--- config.mk ---
export PLATFORM = sky130hd
export DESIGN_NAME = adc_track_hold_sequencer
export DESIGN_NICKNAME = d
export VERILOG_FILES = /design/src/design/adc_seq_pkg.sv /design/src/design/adc_track_hold_sequencer.sv /design/src/design/sar_engine.sv
export SDC_FILE = /design/constraint.sdc
export NUM_CORES = 1
export LEC_CHECK = 0
export ABC_CLOCK_PERIOD_IN_PS = 2920
export BUFFER_PORTS_ARGS = -buffer_cell sky130_fd_sc_hd__buf_2
export CAP_MARGIN = 20
export CELL_PAD_IN_SITES_DETAIL_PLACEMENT = 1
export CELL_PAD_IN_SITES_GLOBAL_PLACEMENT = 1
export CORE_ASPECT_RATIO = 1.4
export CORE_MARGIN = 1
export CORE_UTILIZATION = 49
export CTS_BUF_LIST = sky130_fd_sc_hd__clkbuf_4 sky130_fd_sc_hd__clkbuf_8
export CTS_CLUSTER_SIZE = 16
export DETAILED_ROUTE_END_ITERATION = 8
export PLACE_DENSITY_LB_ADDON = 0.1
export SLEW_MARGIN = 10
export SYNTH_ARGS = -nofsm -noshare
export SYNTH_HDL_FRONTEND = slang
export SYNTH_HIERARCHICAL = 1
export SYNTH_SLANG_ARGS = --single-unit
--- constraint.sdc ---
create_clock -name clk_in -period 2.92 [get_ports clk_in]
set_input_delay 0.438 -clock clk_in [delete_from_list [all_inputs] [get_ports clk_in]]
set_output_delay 0.438 -clock clk_in [all_outputs]
set_load 0.02 [all_outputs]
--- src/design/adc_seq_pkg.sv ---
// constants, field layouts and carrier types for the track/hold sequencer
// assumes a single 250 MHz clock; all link pins are sampled, never used as clocks
package adc_seq_pkg;

  // ----------------------------------------------------------------
  // timing
  // ----------------------------------------------------------------
  localparam int CLK_PERIOD_PS    = 4000;
  localparam int OSC_PERIOD_NS    = 300;
  localparam int OSC_TICK_CYCLES  = (OSC_PERIOD_NS * 1000) / CLK_PERIOD_PS;
  localparam int ACQ_OSC_CYCLES   = 2;
  localparam int CONV_BITS        = 8;

  // ----------------------------------------------------------------
  // rising-edge counts within a byte that mark the events
  // ----------------------------------------------------------------
  localparam logic [3:0] EDGE_TRACK_EXT = 4'h7;
  localparam logic [3:0] EDGE_HOLD_EXT  = 4'h8;
  localparam logic [3:0] EDGE_ACK       = 4'h9;
  localparam logic [3:0] BYTE_BITS      = 4'h8;

  // ----------------------------------------------------------------
  // setup and configuration byte fields
  // ----------------------------------------------------------------
  localparam int SETUP_MARK_BIT   = 7;
  localparam int REF_SEL_HI_BIT   = 6;
  localparam int REF_SEL_LO_BIT   = 4;
  localparam int CLK_MODE_BIT     = 3;
  localparam int POLARITY_BIT     = 2;
  localparam int CFG_RESET_BIT    = 1;
  localparam int CFG_CHAN_HI_BIT  = 4;
  localparam int CFG_CHAN_LO_BIT  = 1;
  localparam int CFG_SINGLE_BIT   = 0;

  // arbitrary bus address, not tied to any part
  localparam logic [6:0] DEV_ADDR = 7'h3a;

  // ----------------------------------------------------------------
  // carrier types
  // ----------------------------------------------------------------
  typedef struct packed {
    logic [2:0] reference_select;
    logic       ext_clock;
    logic       polarity_select;
  } setup_s;

  typedef struct packed {
    logic [3:0] chan;
    logic       single_ended;
  } config_s;

  typedef struct packed {
    logic [3:0] pos_sel;
    logic [3:0] neg_sel;
    logic       neg_is_gnd;
    logic       shared_is_ref;
    logic       ref_drive;
  } route_s;

  localparam setup_s  SETUP_RST  = '{reference_select: 3'h0, ext_clock: 1'b0, polarity_select: 1'b0};
  localparam config_s CONFIG_RST = '{chan: 4'h0, single_ended: 1'b1};
  localparam logic [7:0] SAR_FIRST_TRIAL = 8'h80;

endpackage

--- src/design/adc_track_hold_sequencer.sv ---
// track/hold and conversion timing for an 8-bit multichannel converter on a 2-wire link
// assumes open-drain pins resolved outside; comparator and pins are asynchronous
`timescale 1ns/1ps
`default_nettype none
module adc_track_hold_sequencer
(
  // clock and reset
  input  wire logic                clk_in,
  input  wire logic                rst_n_in,
  // 2-wire link, open drain
  input  wire logic                scl_in,
  output logic                     scl_out,
  output logic                     scl_oe_out,
  input  wire logic                sda_in,
  output logic                     sda_out,
  output logic                     sda_oe_out,
  // analog front end
  input  wire logic                comp_in,
  output logic [7:0]               dac_code_out,
  output logic                     th_track_out,
  output adc_seq_pkg::route_s      route_out,
  output logic                     polarity_select_out,
  // status
  output logic                     ext_clock_mode_out,
  output logic [7:0]               result_out,
  output logic                     result_valid_out,
  output logic                     busy_out
);

  // ----------------------------------------------------------------
  // types and state
  // ----------------------------------------------------------------
  typedef enum logic [1:0] {BUS_IDLE, BUS_ADDR, BUS_WR, BUS_RD} bus_e;
  typedef enum logic [1:0] {CV_IDLE, CV_TRACK, CV_CONV, CV_RELEASE} conv_e;

  bus_e                 bus_r;
  conv_e                cv_r;
  logic [2:0]           sync1_r;
  logic [2:0]           sync2_r;
  logic                 scl_d_r;
  logic                 sda_d_r;
  logic [3:0]           rise_cnt_r;
  logic [7:0]           shift_r;
  logic                 rd_r;
  logic                 ack_seen_r;
  logic [7:0]           tx_r;
  logic                 stretch_r;
  logic [6:0]           osc_cnt_r;
  logic [1:0]           acq_cnt_r;
  logic                 sar_start_r;
  adc_seq_pkg::setup_s  setup_r;
  adc_seq_pkg::config_s config_r;

  logic scl_s;
  logic sda_s;
  logic comp_s;
  logic scl_rise;
  logic scl_fall;
  logic start_cond;
  logic stop_cond;
  logic fall7;
  logic fall8;
  logic fall9;
  logic addr7_ok;
  logic addr8_ok;
  logic osc_tick;
  logic sar_step;
  logic sar_done;
  logic sar_busy;
  logic [7:0] sar_result;

  // ----------------------------------------------------------------
  // pin synchronisers
  // ----------------------------------------------------------------
  // link rate
  // 1.7 MHz link leaves well over 100 samples per bit at 250 MHz
  always_ff @(posedge clk_in or negedge rst_n_in)
  begin
    if (!rst_n_in)
    begin
      sync1_r <= 3'h3;
      sync2_r <= 3'h3;
      scl_d_r <= 1'b1;
      sda_d_r <= 1'b1;
    end
    else
    begin
      sync1_r <= {comp_in, sda_in, scl_in};
      sync2_r <= sync1_r;
      scl_d_r <= scl_s;
      sda_d_r <= sda_s;
    end
  end

  assign scl_s      = sync2_r[0];
  assign sda_s      = sync2_r[1];
  assign comp_s     = sync2_r[2];
  assign scl_rise   = scl_s & ~scl_d_r;
  assign scl_fall   = ~scl_s & scl_d_r;
  // start and stop are sda moves while scl stays high
  assign start_cond = scl_s & scl_d_r & sda_d_r & ~sda_s;
  assign stop_cond  = scl_s & scl_d_r & ~sda_d_r & sda_s;
  assign fall7      = scl_fall && (rise_cnt_r == adc_seq_pkg::EDGE_TRACK_EXT);
  assign fall8      = scl_fall && (rise_cnt_r == adc_seq_pkg::EDGE_HOLD_EXT);
  assign fall9      = scl_fall && (rise_cnt_r == adc_seq_pkg::EDGE_ACK);
  assign addr7_ok   = (shift_r[6:0] == adc_seq_pkg::DEV_ADDR);
  assign addr8_ok   = (shift_r[7:1] == adc_seq_pkg::DEV_ADDR);

  // ----------------------------------------------------------------
  // byte framing
  // ----------------------------------------------------------------
  // counting rises lets the k-th falling edge be the fall after rise k
  always_ff @(posedge clk_in or negedge rst_n_in)
  begin
    if (!rst_n_in)
    begin
      bus_r      <= BUS_IDLE;
      rise_cnt_r <= 4'h0;
      shift_r    <= 8'h00;
      rd_r       <= 1'b0;
      ack_seen_r <= 1'b0;
    end
    else if (start_cond)
    begin
      bus_r      <= BUS_ADDR;
      rise_cnt_r <= 4'h0;
    end
    else if (stop_cond)
      bus_r <= BUS_IDLE;
    else if (bus_r != BUS_IDLE)
    begin
      if (scl_rise)
      begin
        rise_cnt_r <= rise_cnt_r + 4'h1;
        if (rise_cnt_r < adc_seq_pkg::BYTE_BITS)
          shift_r <= {shift_r[6:0], sda_s};
        else
          ack_seen_r <= ~sda_s;
      end
      if (fall8 && bus_r == BUS_ADDR)
        rd_r <= shift_r[0];
      if (fall9)
      begin
        rise_cnt_r <= 4'h0;
        unique case (bus_r)
          BUS_ADDR: bus_r <= !addr8_ok ? BUS_IDLE : (rd_r ? BUS_RD : BUS_WR);
          BUS_RD:   bus_r <= ack_seen_r ? BUS_RD : BUS_IDLE;
          BUS_WR:   bus_r <= BUS_WR;
          BUS_IDLE: bus_r <= BUS_IDLE;
        endcase
      end
    end
  end

  // ----------------------------------------------------------------
  // setup and configuration bytes
  // ----------------------------------------------------------------
  // setup layout
  // marker bit splits setup bytes from configuration bytes
  always_ff @(posedge clk_in or negedge rst_n_in)
  begin
    if (!rst_n_in)
    begin
      setup_r  <= adc_seq_pkg::SETUP_RST;
      config_r <= adc_seq_pkg::CONFIG_RST;
    end
    else if (fall9 && bus_r == BUS_WR)
    begin
      if (shift_r[adc_seq_pkg::SETUP_MARK_BIT])
      begin
        setup_r.reference_select <= shift_r[adc_seq_pkg::REF_SEL_HI_BIT:adc_seq_pkg::REF_SEL_LO_BIT];
        setup_r.ext_clock        <= shift_r[adc_seq_pkg::CLK_MODE_BIT];
        setup_r.polarity_select  <= shift_r[adc_seq_pkg::POLARITY_BIT];
        if (shift_r[adc_seq_pkg::CFG_RESET_BIT])
          config_r <= adc_seq_pkg::CONFIG_RST;
      end
      else
      begin
        config_r.chan         <= shift_r[adc_seq_pkg::CFG_CHAN_HI_BIT:adc_seq_pkg::CFG_CHAN_LO_BIT];
        config_r.single_ended <= shift_r[adc_seq_pkg::CFG_SINGLE_BIT];
      end
    end
  end

  // ----------------------------------------------------------------
  // input and reference routing
  // ----------------------------------------------------------------
  // registered so the mux never sees a half-written byte
  always_ff @(posedge clk_in or negedge rst_n_in)
  begin
    if (!rst_n_in)
      route_out <= '0;
    else
    begin
      route_out.pos_sel    <= config_r.chan;
      route_out.neg_is_gnd <= config_r.single_ended;
      route_out.neg_sel    <= config_r.single_ended ? 4'h0 : (config_r.chan ^ 4'h1);
      route_out.shared_is_ref <= setup_r.reference_select[2];
      route_out.ref_drive  <= (setup_r.reference_select[2:1] == 2'b11);
    end
  end

  // ----------------------------------------------------------------
  // internal oscillator
  // ----------------------------------------------------------------
  // runs only while the link is stretched; restarts phase at each track
  always_ff @(posedge clk_in or negedge rst_n_in)
  begin
    if (!rst_n_in)
      osc_cnt_r <= 7'h00;
    else if (!stretch_r || osc_tick)
      osc_cnt_r <= 7'h00;
    else
      osc_cnt_r <= osc_cnt_r + 7'h01;
  end

  assign osc_tick = stretch_r && (osc_cnt_r == 7'(adc_seq_pkg::OSC_TICK_CYCLES - 1));

  assign sar_step = (cv_r == CV_CONV) && (setup_r.ext_clock ? scl_fall : osc_tick);

  // ----------------------------------------------------------------
  // track/hold sequencing
  // ----------------------------------------------------------------
  always_ff @(posedge clk_in or negedge rst_n_in)
  begin
    if (!rst_n_in)
    begin
      cv_r         <= CV_IDLE;
      th_track_out <= 1'b0;
      stretch_r    <= 1'b0;
      acq_cnt_r    <= 2'h0;
      sar_start_r  <= 1'b0;
    end
    else
    begin
      sar_start_r <= 1'b0;
      unique case (cv_r)
        CV_IDLE:
        begin
          if (bus_r == BUS_ADDR && setup_r.ext_clock)
          begin
            if (fall7 && addr7_ok)
              th_track_out <= 1'b1;
            if (fall8 && th_track_out)
            begin
              th_track_out <= 1'b0;
              sar_start_r  <= 1'b1;
              cv_r         <= CV_CONV;
            end
          end
          else if (bus_r == BUS_ADDR && fall9 && addr8_ok && rd_r)
          begin
            th_track_out <= 1'b1;
            stretch_r    <= 1'b1;
            acq_cnt_r    <= 2'h0;
            cv_r         <= CV_TRACK;
          end
        end
        CV_TRACK:
        begin
          if (osc_tick)
          begin
            acq_cnt_r <= acq_cnt_r + 2'h1;
            if (acq_cnt_r == 2'(adc_seq_pkg::ACQ_OSC_CYCLES - 1))
            begin
              th_track_out <= 1'b0;
              sar_start_r  <= 1'b1;
              cv_r         <= CV_CONV;
            end
          end
        end
        CV_CONV:
        begin
          if (sar_done)
            cv_r <= setup_r.ext_clock ? CV_IDLE : CV_RELEASE;
        end
        CV_RELEASE:
        begin
          // release after result
          // one tick of sda setup before the master sees scl rise
          if (osc_tick)
          begin
            stretch_r <= 1'b0;
            cv_r      <= CV_IDLE;
          end
        end
      endcase
    end
  end

  // ----------------------------------------------------------------
  // sda drive: acknowledges and read data
  // ----------------------------------------------------------------
  // serial result bytes
  always_ff @(posedge clk_in or negedge rst_n_in)
  begin
    if (!rst_n_in)
    begin
      sda_oe_out <= 1'b0;
      tx_r       <= 8'h00;
    end
    else if (start_cond || stop_cond)
      sda_oe_out <= 1'b0;
    else if (cv_r == CV_CONV && sar_done && !setup_r.ext_clock)
    begin
      tx_r       <= sar_result;
      sda_oe_out <= ~sar_result[7];
    end
    else if (fall8 && (bus_r == BUS_WR || (bus_r == BUS_ADDR && addr8_ok)))
      sda_oe_out <= 1'b1;
    else if (fall8)
      sda_oe_out <= 1'b0;
    else if (fall9)
    begin
      // ext mode shifts the latest finished result right away
      if ((bus_r == BUS_ADDR && rd_r && addr8_ok && setup_r.ext_clock) || (bus_r == BUS_RD && ack_seen_r))
      begin
        tx_r       <= result_out;
        sda_oe_out <= ~result_out[7];
      end
      else
        sda_oe_out <= 1'b0;
    end
    else if (scl_fall && bus_r == BUS_RD && rise_cnt_r < adc_seq_pkg::BYTE_BITS)
    begin
      tx_r       <= {tx_r[6:0], 1'b0};
      sda_oe_out <= ~tx_r[6];
    end
  end

  // ----------------------------------------------------------------
  // converter core
  // ----------------------------------------------------------------
  sar_engine u_sar
  (
    .clk_in     (clk_in),
    .rst_n_in   (rst_n_in),
    .start_in   (sar_start_r),
    .step_in    (sar_step),
    .comp_in    (comp_s),
    .trial_out  (dac_code_out),
    .result_out (sar_result),
    .busy_out   (sar_busy),
    .done_out   (sar_done)
  );

  // open drain: the drive value is always low
  assign scl_out             = 1'b0;
  assign sda_out             = 1'b0;
  assign scl_oe_out          = stretch_r;
  assign result_out          = sar_result;
  assign result_valid_out    = sar_done;
  assign busy_out            = sar_busy | th_track_out;
  assign polarity_select_out = setup_r.polarity_select;
  assign ext_clock_mode_out  = setup_r.ext_clock;

endmodule
`default_nettype wire

--- src/design/sar_engine.sv ---
// eight-step successive-approximation register
// assumes comp_in is already synchronised and step_in is a one-cycle pulse
`timescale 1ns/1ps
`default_nettype none
module sar_engine
(
  // clock and reset
  input  wire logic       clk_in,
  input  wire logic       rst_n_in,
  // control
  input  wire logic       start_in,
  input  wire logic       step_in,
  input  wire logic       comp_in,
  // results
  output logic [7:0]      trial_out,
  output logic [7:0]      result_out,
  output logic            busy_out,
  output logic            done_out
);

  logic [2:0] bit_idx_r;

  // eight trials
  // one bit decided per step, msb first, so exactly eight steps per sample
  always_ff @(posedge clk_in or negedge rst_n_in)
  begin
    if (!rst_n_in)
    begin
      trial_out  <= 8'h00;
      result_out <= 8'h00;
      busy_out   <= 1'b0;
      done_out   <= 1'b0;
      bit_idx_r  <= 3'h7;
    end
    else
    begin
      done_out <= 1'b0;
      if (start_in)
      begin
        trial_out <= adc_seq_pkg::SAR_FIRST_TRIAL;
        bit_idx_r <= 3'h7;
        busy_out  <= 1'b1;
      end
      else if (step_in && busy_out)
      begin
        // comparator low means the trial overshoots the held charge
        if (!comp_in)
          trial_out[bit_idx_r] <= 1'b0;
        if (bit_idx_r == 3'h0)
        begin
          busy_out   <= 1'b0;
          done_out   <= 1'b1;
          result_out <= {trial_out[7:1], trial_out[0] & comp_in};
        end
        else
        begin
          trial_out[bit_idx_r - 3'h1] <= 1'b1;
          bit_idx_r <= bit_idx_r - 3'h1;
        end
      end
    end
  end

endmodule
`default_nettype wire

# Yosys cells after proc, flatten, opt, wreduce, memory -nomap -nowiden
# Cells that the tools add are included.
# W data, S select, Z words.
# word_totals
ff_bits	88
inputBits	5
# classes
add_sub_neg	4
n_lt_le_gt_ge	5
eq_ne	29
n_mux	78
n_bitwise	24
n_reduce_logical	61
# op_table
op	count
$mux W7	7
$mux W8	6
$mux W2	17
$mux W1	29
$logic_and A1 B1 Y1	26
$mux W4	6
$reduce_and A5 Y1	4
$ne A2 B2 Y1 const B	9
$pmux W2 S4	2
$eq A7 B6 Y1 const B	2
$not A1 Y1	12
$reduce_and A4 Y1	3
$reduce_bool A2 Y1	6
$reduce_bool A3 Y1	4
$eq A2 B2 Y1 const B	5
$mux W5	2
$reduce_and A2 Y1	5
$mux W3	3
$and A1 B1 Y1	8
$and A8 B8 Y8	1
$eq A4 B4 Y1 const B	2
$lt A3 B4 Y1 const B	2
$not A8 Y8	1
$or A8 B8 Y8	1
24 further kinds	38

# Longest topological paths before layout
# Gate-level depths: netlist of the first run.
# depth
word_depth	13
ltp_mapped	8

# By module
# Netlist of the first run, hierarchy kept.
# by_module_without_submodules
mod	instances	cells_each	area_per_inst_um2	seq_area_each_um2
adc_track_hold_sequencer	1	261	3099.2	1660.3
sar_engine	1	89	1011.0	529.3

# Least setup slack after synthesis of the first run
# No wires, ideal clock.
# synth_path
path_kind	reg-to-reg
start	reg osc_cnt_r[2]
end	reg u_sar.result_out[1]
setup_ns	0.125
t_arrival_ns	2.210
required_time_ns	2.795
slack_ns	0.585
path_stages_with_launch	8
n_path_buf	0
period_less_slack_ns	2.335
cell_sequence	dfrtp_1 -> nor4b_2 -> nand4_1 -> o21ai_0 -> and3b_1 -> nand2_2 -> nor3_4 -> mux2_2
# synth_via
elab_chain_cells	6
# synth_rtl
element	line	rtl
from (decl)	adc_track_hold_sequencer.sv:48	logic [6:0] osc_cnt_r;
from (signal assigned)	adc_track_hold_sequencer.sv:214	osc_cnt_r <= osc_cnt_r + 7'h01;
$eq A7 B7 Y1	adc_track_hold_sequencer.sv:217	assign osc_tick = stretch_r && (osc_cnt_r == 7'(adc_seq_pkg::OSC_TICK_CYCLES - 1));
$logic_and A1 B1 Y1	adc_track_hold_sequencer.sv:217	
$mux W1	adc_track_hold_sequencer.sv:219	assign sar_step = (cv_r == CV_CONV) && (setup_r.ext_clock ? scl_fall : osc_tick);
$logic_and A1 B1 Y1	adc_track_hold_sequencer.sv:219	
net sar_step	adc_track_hold_sequencer.sv:67	logic sar_step;
$logic_and A1 B1 Y1	sar_engine.sv:44	else if (step_in && busy_out)
$reduce_and A3 Y1 (no source line)	n/a	
to (signal assigned)	sar_engine.sv:53	result_out <= {trial_out[7:1], trial_out[0] & comp_in};
to (decl)	sar_engine.sv:16	output logic [7:0] result_out,
# The timed path passes the listed nets, and every way through them passes these cells.
# A chain may end at the register's enable or synchronous reset.

# Worst setup path in the final report of the first run
# Ends and elaborated chain as after synthesis.

==> qor.csv, run 1 <==
metric,value,unit
Top Ports,41,
P_leak,0.002176,uW
synth warn,6,
crit path launch,osc_cnt_r[2],
Combinational Power Share,12.8,%
number of cell rows,39,
WL/cell,17.70,um
reg2reg end,u_sar/result_out[1],
Int Pwr,1905,uW
Post-CTS Setup Repair Bufs,0,
"most common cell after layout, fill and taps aside",dfrtp_1,
most frequent cells in the layout,"dfrtp_1, buf_2, mux2_2, nor2_1",
Placer Congestion,0.8488,
Tcrit/Tclk final,86.91,%
clock sinks,87,
setup TNS,0,ns
"Min Clock Period, post-route",2.538,ns
Chip Height,110.4,um
Post-synth EDFFs,0,
all-layer global routing usage,22.61,%
"flops & latches, synth",87,
Simple-Gate Fraction of Synth Area,16.99,%
pin count of the biggest net entering global routing,47,
worst r2r path cells,7,
first drt pass iteration count,4,
measured slew at the worst slew-check pin,0.5791,ns
Die W,79.41,um
Avg Inst Size Synth,11.74,um2
vias per inst,5.764,
hpwl dp,6.577,mm
ANT nets after route,0,
"Hold Violations, Final",0,
sequential area share after synthesis,53.27,%
Compound-Gate Fraction of Synth Area,11.75,%
Power Dens Cells,589.8,nW/um2
Hold WC Path Type,in2async,
wl on met1,3.459,mm
filler instances,876,
core area,8149,um2
metal3 WL,217,um
Netlist Area Pre-Place,4110,um2
TritonCTS clock tree,built,
# H-tree levels,3,
total number of vias,2876,
largest family of logic cells by synthesized area,simple AND/OR/NAND/NOR gates,
mux share of post-synthesis cell area,10.32,%
Switch Pwr,802.4,uW
Die Area,8764,um2
Synth area leaders,"dfrtp_1, mux2_2, dfstp_2",
Nets,405,
Post-Syn Instances,350,
Post-synth top flop,dfrtp_1,
final max-slew violation count,0,
Setup crit end kind,flop,
CP Class,reg2reg,
Netlist cell types,69,
input/output buffers,38,
clock power share,31.5,%
Flop pwr share,55.7,%
VDD IR-drop max,0.0003548,V
Final Hold Slack,0.05599,ns
Worst-Skew Late Latency,0.36,ns
Post-Synth Adder-Cell Area,2.435,%
DR iter-0 viols,88,
asr flop ratio synth,100.0,%
status,"complete, no violations",
# diodes,0,
"Reg clk slew, reported paths",0.09,ns
# DRC,0,
DR top layer,met4,
CTS max path bufs,2,
post-synthesis xor/xnor area fraction,1.705,%
initial antenna violation count,0,
Final setup viols,0,
Synth area leader,dfrtp_1,
# hold bufs at CTS,0,
max_cap viols,0,
Resized cells post-CTS,0,
Synth-to-Final Area Change,11.69,%
met2 WL post-DR,4.844,mm
initial core utilization,50.44,%
first-pass GRT wire length,14.84,mm
CP Data Arrival Time,2.79,ns
Worst R2R Start,osc_cnt_r[2],
setup repair after global routing missed its margin,no,
number of global-route vias before repair,3035,
layout cell share with drive strength beyond 1,30.23,%
Multi-input gate area,1783,um2
"reg-to-reg slack, setup",0.38,ns
Fmax achieved,0.3941,GHz
final clock skew,0.01078,ns
Switching Share,29.64,%
CP Launch Type,flop,
final wirelength,8.830,mm
largest fanout on the critical path,10,
share of the synthesized area in the top cell type,46.88,%
Worst Path Required,3.17,ns
Reg area,2190,um2
slew margin rel.,60.99,%
total CTS buffers,9,
root buf cell,clkbuf_8,
"Remaining Overflow, GRT",0,
-- cell families (layout without fill, tap and decap cells) --
family                     after synthesis  after routing
adders and majority gates                8              8
buffers and inverters                   27             73
DFF                                     87             87
muxes                                   36             36
other                                    1              2
AOI/OAI and AO/OA                       69             69
xor gates and xnor gates                 8              8
and+or+nand+nor                        114            114
-- critical path: stages, from the launching register on --
cell     delay [ns]
dfrtp_1        0.42
nor4b_2        0.32
nand4_1        0.18
o21ai_0        0.18
and3b_1        0.30
nand2_2        0.17
nor3_4         0.46
mux2_2         0.39
-- how the worst max path moves through the flow --
stage / endpoint / slack [ns] / depth (start not counted)
global route: u_sar/result_out[2] / 0.14 / 7
finish: u_sar/result_out[1] / 0.38 / 7
floorplan: u_sar/result_out[1] / 0.59 / 7
CTS: u_sar/result_out[2] / 0.34 / 7
global placement: u_sar/result_out[3] / 0.50 / 7
detailed placement: u_sar/result_out[2] / 0.38 / 7
-- power groups by stage --
stage                     Sequential (uW)  Combinational (uW)  Clock (uW)
after floorplan                      1460                 281           0
after global placement               1530                 339           0
after detailed placement             1540                 351           0
after CTS                            1510                 354         879
after global routing                 1540                 402         922
final                                1510                 345         853
-- per-layer routing --
layer / global-route usage, % / vias up
met4: 13.25 / 0
met2: 41.26 / 49
met5: 0 / -
met3: 3.951 / 22
met1: 24.34 / 1459
li1: - / 1346
-- registers in the layout, summed over array words and instances, names as in the netlist, 3 cells and up --
register          flops
rise_cnt_r            4
sync1_r               3
shift_r               8
config_r              5
u_sar/result_out      8
route_out            11
sync2_r               3
tx_r                  7
u_sar/trial_out       8
u_sar/bit_idx_r       3
osc_cnt_r             7
-- layout make-up --
class	instances	area share, %
tap	102	2.780
clock buffer	9	2.698
sequential	87	47.70
multi-input combinational	237	38.84
clock inverter	7	1.717
timing repair buffer	41	4.960
inverter	16	1.308
-- synthesized netlist by cell type (all sizes together), types with 8 or more instances --
cell	count
dfstp	10
ha	8
a21oi	10
mux2	33
nor2	21
nand2	19
dfrtp	77
nor2b	9
nor3	8
inv	15
o21ai	19
nand3	15
-- stage by stage --
step / power, uW / worst slack (ns) / area, um2 / std cells / util [%]
CTS: 2744 / 0.3439 / 4591 / 499 / 56.33
global route: 2866 / 0.1393 / 4591 / 499 / 56.33
detailed placement: 1888 / 0.3767 / 4388 / 483 / 53.85
finish: 2708 / 0.3824 / 4591 / 499 / 56.33
global placement: 1872 / 0.4985 / 4388 / 483 / 53.85
floorplan: 1745 / 0.5852 / 4114 / 351 / -
(Power assumes the default switching activity.)
==> run 2, diff against run 1 <==
CORE_MARGIN = 2   (was 1)
MAX_ROUTING_LAYER = met4   (was not set)
==> run 2 against run 1 <==
Register-to-register slack got worse by 0.10 ns. Fmax decreased by 3.9%. Final cell count unchanged. First-iteration DRC count increased by 100%. Die area increased by 4.4%. Largest cell class unchanged.
==> qor.csv, run 2 (synthesis results as in run 1) <==
metric,value,unit
Final Hold Slack,0.06431,ns
setup TNS,0,ns
Setup crit end kind,flop,
"Hold Violations, Final",0,
Synth-to-Final Area Change,11.81,%
# hold bufs at CTS,0,
Worst Path Required,3.17,ns
largest fanout on the critical path,10,
hpwl dp,6.829,mm
measured slew at the worst slew-check pin,0.6390,ns
max_cap viols,0,
ANT nets after route,0,
Tcrit/Tclk final,90.44,%
Top Ports,41,
WL/cell,18.42,um
CP Launch Type,flop,
first drt pass iteration count,4,
core area,8149,um2
Nets,405,
clock sinks,87,
Power Dens Cells,599.0,nW/um2
Reg area,2190,um2
"Reg clk slew, reported paths",0.10,ns
max reg flops,11,
total CTS buffers,9,
setup repair after global routing missed its margin,no,
reg2reg end,u_sar/result_out[1],
initial core utilization,50.44,%
final wirelength,9.191,mm
filler instances,864,
P_leak,0.002186,uW
CP Data Arrival Time,2.89,ns
vias per inst,5.800,
Chip Height,112.4,um
initial antenna violation count,0,
final max-slew violation count,0,
number of global-route vias before repair,3028,
Multi-input gate area,1783,um2
most frequent cells in the layout,"dfrtp_1, buf_2, mux2_2, nor2_1",
"Remaining Overflow, GRT",0,
root buf cell,clkbuf_8,
status,"complete, no violations",
VDD IR-drop max,0.0003531,V
Post-CTS Setup Repair Bufs,0,
layout cell share with drive strength beyond 1,30.23,%
"Cell Count, Final, Fillers Out",499,
Hold WC Path Type,in2async,
Die W,81.41,um
Final setup viols,0,
DR iter-0 viols,176,
# H-tree levels,3,
Die Area,9147,um2
"reg-to-reg slack, setup",0.28,ns
Fmax achieved,0.3787,GHz
CTS max path bufs,2,
worst r2r path cells,7,
# diodes,0,
Resized cells post-CTS,0,
total number of vias,2894,
number of cell rows,39,
post-layout util,56.39,%
slew margin rel.,56.95,%
all-layer global routing usage,23.15,%
pin count of the biggest net entering global routing,45,
largest register by flop count,route_out,
input/output buffers,38,
first-pass GRT wire length,15.62,mm
TritonCTS clock tree,built,
final clock skew,0.01324,ns
Placer Congestion,0.8549,
"most common cell after layout, fill and taps aside",dfrtp_1,
Placed Cells,483,
CP Class,reg2reg,
Worst R2R Start,osc_cnt_r[2],
Worst-Skew Late Latency,0.37,ns
"Min Clock Period, post-route",2.641,ns
total power,2753,uW
# DRC,0,
-- run 2: report_power, final --
part           internal (uW)  switching, uW  leakage (uW)  total, uW
registers               1330            184       0.00114       1510
clock network            412            470      0.000103        882
logic                    173            183      0.000947        356
total                   1920            837       0.00219       2750
-- run 2: worst max-delay path, cell delays in order, from the launching register on --
cell	delay, ns
dfrtp_1	0.43
nor4b_2	0.33
nand4_1	0.22
o21ai_0	0.19
and3b_1	0.30
nand2_2	0.18
nor3_4	0.49
mux2_2	0.39
-- run 2: worst max-delay path by stage --
stage / slack (ns) / cells past startpoint / endpoint / startpoint
floorplan: 0.59 / 7 / u_sar/result_out[1] / osc_cnt_r[2]
global placement: 0.44 / 7 / u_sar/result_out[3] / osc_cnt_r[2]
detailed placement: 0.29 / 7 / u_sar/result_out[2] / osc_cnt_r[2]
CTS: 0.26 / 7 / u_sar/result_out[2] / osc_cnt_r[2]
global route: 0.09 / 7 / u_sar/result_out[1] / osc_cnt_r[2]
finish: 0.28 / 7 / u_sar/result_out[1] / osc_cnt_r[2]
-- run 2: final cells by class --
class | instances | area share [%]
clock buffers | 9 | 2.695
clock inverters | 7 | 1.824
inverters | 16 | 1.307
multi-input cells | 237 | 38.80
flip-flops and latches | 87 | 47.64
well taps | 102 | 2.777
repair buffers | 41 | 4.955
-- run 2: metal layers --
layer	wire length, um	part of all wire (%)	GRT usage, %	up-vias
li1	-	-	-	1349
met1	3563	39	26.37	1486
met2	5235	57	40.05	50
met3	272	3.0	4.582	9
met4	119	1.3	7.458	0
met5	0	0	-	-
-- run 2: stage by stage --
stage,instance area (um2),worst slack [ns]
3_3_place_gp,4388,0.4370
3_5_place_dp,4388,0.2921
4_1_cts,4596,0.2593
6_report,4596,0.2793
5_1_grt,4596,0.08893
2_1_floorplan,4114,0.5852
==> run 3, diff against run 2 <==
ABC_CLOCK_PERIOD_IN_PS = 2400   (was 2920)
CORE_UTILIZATION = 44   (was 49)
SETUP_SLACK_MARGIN = 0.02   (was not set)
clock period = 2.4 ns   (was 2.92 ns; I/O delays follow)
==> run 3 against run 2 <==
Sequential share of layout area decreased by 1.2 points. First-iteration DRC count down 27%. Worst hold slack improved by 0.020 ns. Routed wire length decreased by 0.86%. Total power increased by 28%. Clock-buffer cell count is the same. Critical path type unchanged.
==> qor.csv, run 3 (synthesis results as in run 1) <==
metric,value,unit
core area,9029,um2
Nets,412,
CP Class,reg2reg,
"Cell Count, Final, Fillers Out",511,
"Min Clock Period, post-route",2.292,ns
CTS max path bufs,2,
# H-tree levels,3,
final max-slew violation count,0,
Synth-to-Final Area Change,14.86,%
GRT met3 Usage,4.260,%
GR peak layer,met2,
"Remaining Overflow, GRT",0,
total power,3515,uW
CP Launch Type,flop,
max_cap viols,0,
most frequent cells in the layout,"dfrtp_1, buf_2, mux2_2, nor2_1",
grt met2 use,34.08,%
Placed Cells,493,
Die W,85.69,um
final setup margin,0.1083,ns
Final Hold Slack,0.08459,ns
CP Cell Sequence,nor4b_4 -> nand4_1 -> o21ai_0 -> and3b_1 -> nand2_2 -> nor3_4 -> buf_12 -> mux2_2,
Die Area,10140,um2
Fmax achieved,0.4364,GHz
Top Ports,41,
largest fanout on the critical path,8,
Tcrit/Tclk final,95.49,%
"most common cell after layout, fill and taps aside",dfrtp_1,
vias per inst,5.652,
input/output buffers,38,
Final setup viols,0,
largest register by flop count,route_out,
VDD IR-drop max,0.0004199,V
total number of vias,2888,
slowest cell on the critical path,dfrtp_1,
final clock skew,0.01088,ns
first-pass GRT wire length,15.19,mm
post-layout util,52.29,%
filler instances,977,
clock sinks,87,
Power Dens Cells,744.5,nW/um2
Setup crit end kind,flop,
slew margin rel.,62.67,%
number of global-route vias before repair,3042,
initial core utilization,45.52,%
GR Util met1,21.98,%
Worst-Skew Late Latency,0.37,ns
P_leak,0.002244,uW
first drt pass iteration count,4,
DR iter-0 viols,129,
"CP delay by family, top",simple AND/OR/NAND/NOR gates,
all-layer global routing usage,19.74,%
max reg flops,11,
status,"complete, no violations",
crit-path max cell delay,0.44,ns
CP Data Arrival Time,2.55,ns
pin count of the biggest net entering global routing,44,
# DRC,0,
hpwl dp,6.716,mm
"Reg clk slew, reported paths",0.09,ns
"Hold Violations, Final",0,
number of cell rows,41,
ANT nets after route,0,
layout cell share with drive strength beyond 1,31.68,%
final wirelength,9.112,mm
# diodes,0,
Hold WC Path Type,in2reg,
measured slew at the worst slew-check pin,0.5540,ns
Chip Height,118.4,um
TritonCTS clock tree,built,
Worst Path Buf+Inv,1,
Placer Congestion,0.8056,
root buf cell,clkbuf_8,
total CTS buffers,9,
WL/cell,17.83,um
worst slack at placement,0.03933,ns
Worst Path Required,2.66,ns
initial antenna violation count,0,
==> run 3: changes by cell type in the layout (fill, tap and decap cells not counted), sizes merged <==
cell | previous run | this run
buf | 41 | 47
bufinv | 1 | 3
inv | 19 | 17
clkinv | 2 | 3
clkinvlp | 1 | 0
dlygate4sd3 | 0 | 1
==> run 3: stage by stage <==
stage	instance area, um2	setup TNS, ns
2_1_floorplan	4114	0
4_1_cts	4683	0
6_report	4721	0
3_3_place_gp	4432	0
5_1_grt	4721	-0.1655
3_5_place_dp	4432	0
==> run 3: worst paths after layout <==
kind | start | end | slack [ns] | cells after the start
setup reg to reg | osc_cnt_r[2] | u_sar/result_out[5] | 0.11 | 8
max in group asynchronous | rst_n_in | osc_cnt_r[4] | 1.35 | 3
hold reg to reg | sync1_r[0] | sync2_r[0] | 0.36 | 0
min in group asynchronous | rst_n_in | rise_cnt_r[1] | 0.38 | 2
hold / removal | scl_in | sync1_r[0] | 0.08 | 1
setup / recovery | osc_cnt_r[2] | u_sar/result_out[5] | 0.11 | 8
==> run 3: per-layer routing <==
metal,wire length [um],vias to the layer above
met2,5023,42
met5,0,-
met3,254,12
met4,185,0
li1,-,1358
met1,3649,1476
==> run 3: where the power goes <==
group | total (uW) | internal [uW] | switching (uW)
Clock | 1240 | 695 | 544
Sequential | 1850 | 1620 | 225
Combinational | 431 | 215 | 216
Total | 3510 | 2530 | 986
==> run 3: area by class of cell <==
class	count	area [um2]	share of cell area, %
clock inverters	7	117.6	2.491
multi-input cells	237	1799	38.11
clock buffers	9	123.9	2.624
repair buffers	48	295.3	6.255
well taps	107	133.9	2.836
inverters	16	60.06	1.272
flip-flops and latches	87	2191	46.41
==> run 3: timing repair <==
action                                 4_1_cts  5_1_grt
hold buffers                                 1        0
gates resized for setup                      0        3
pin swaps                                    1        2
endpoints found under the hold margin       13        0
setup endpoints to repair                    3       10
buffers inserted                             0        1
==> run 3: worst reg2reg max path: cells and delay by family (launching register included) <==
family	cells	cell delay, ns
muxes	1	0.34
DFF	1	0.44
and+or+nand+nor	5	1.07
AOI/OAI and AO/OA	1	0.19
buffers and inverters	1	0.16
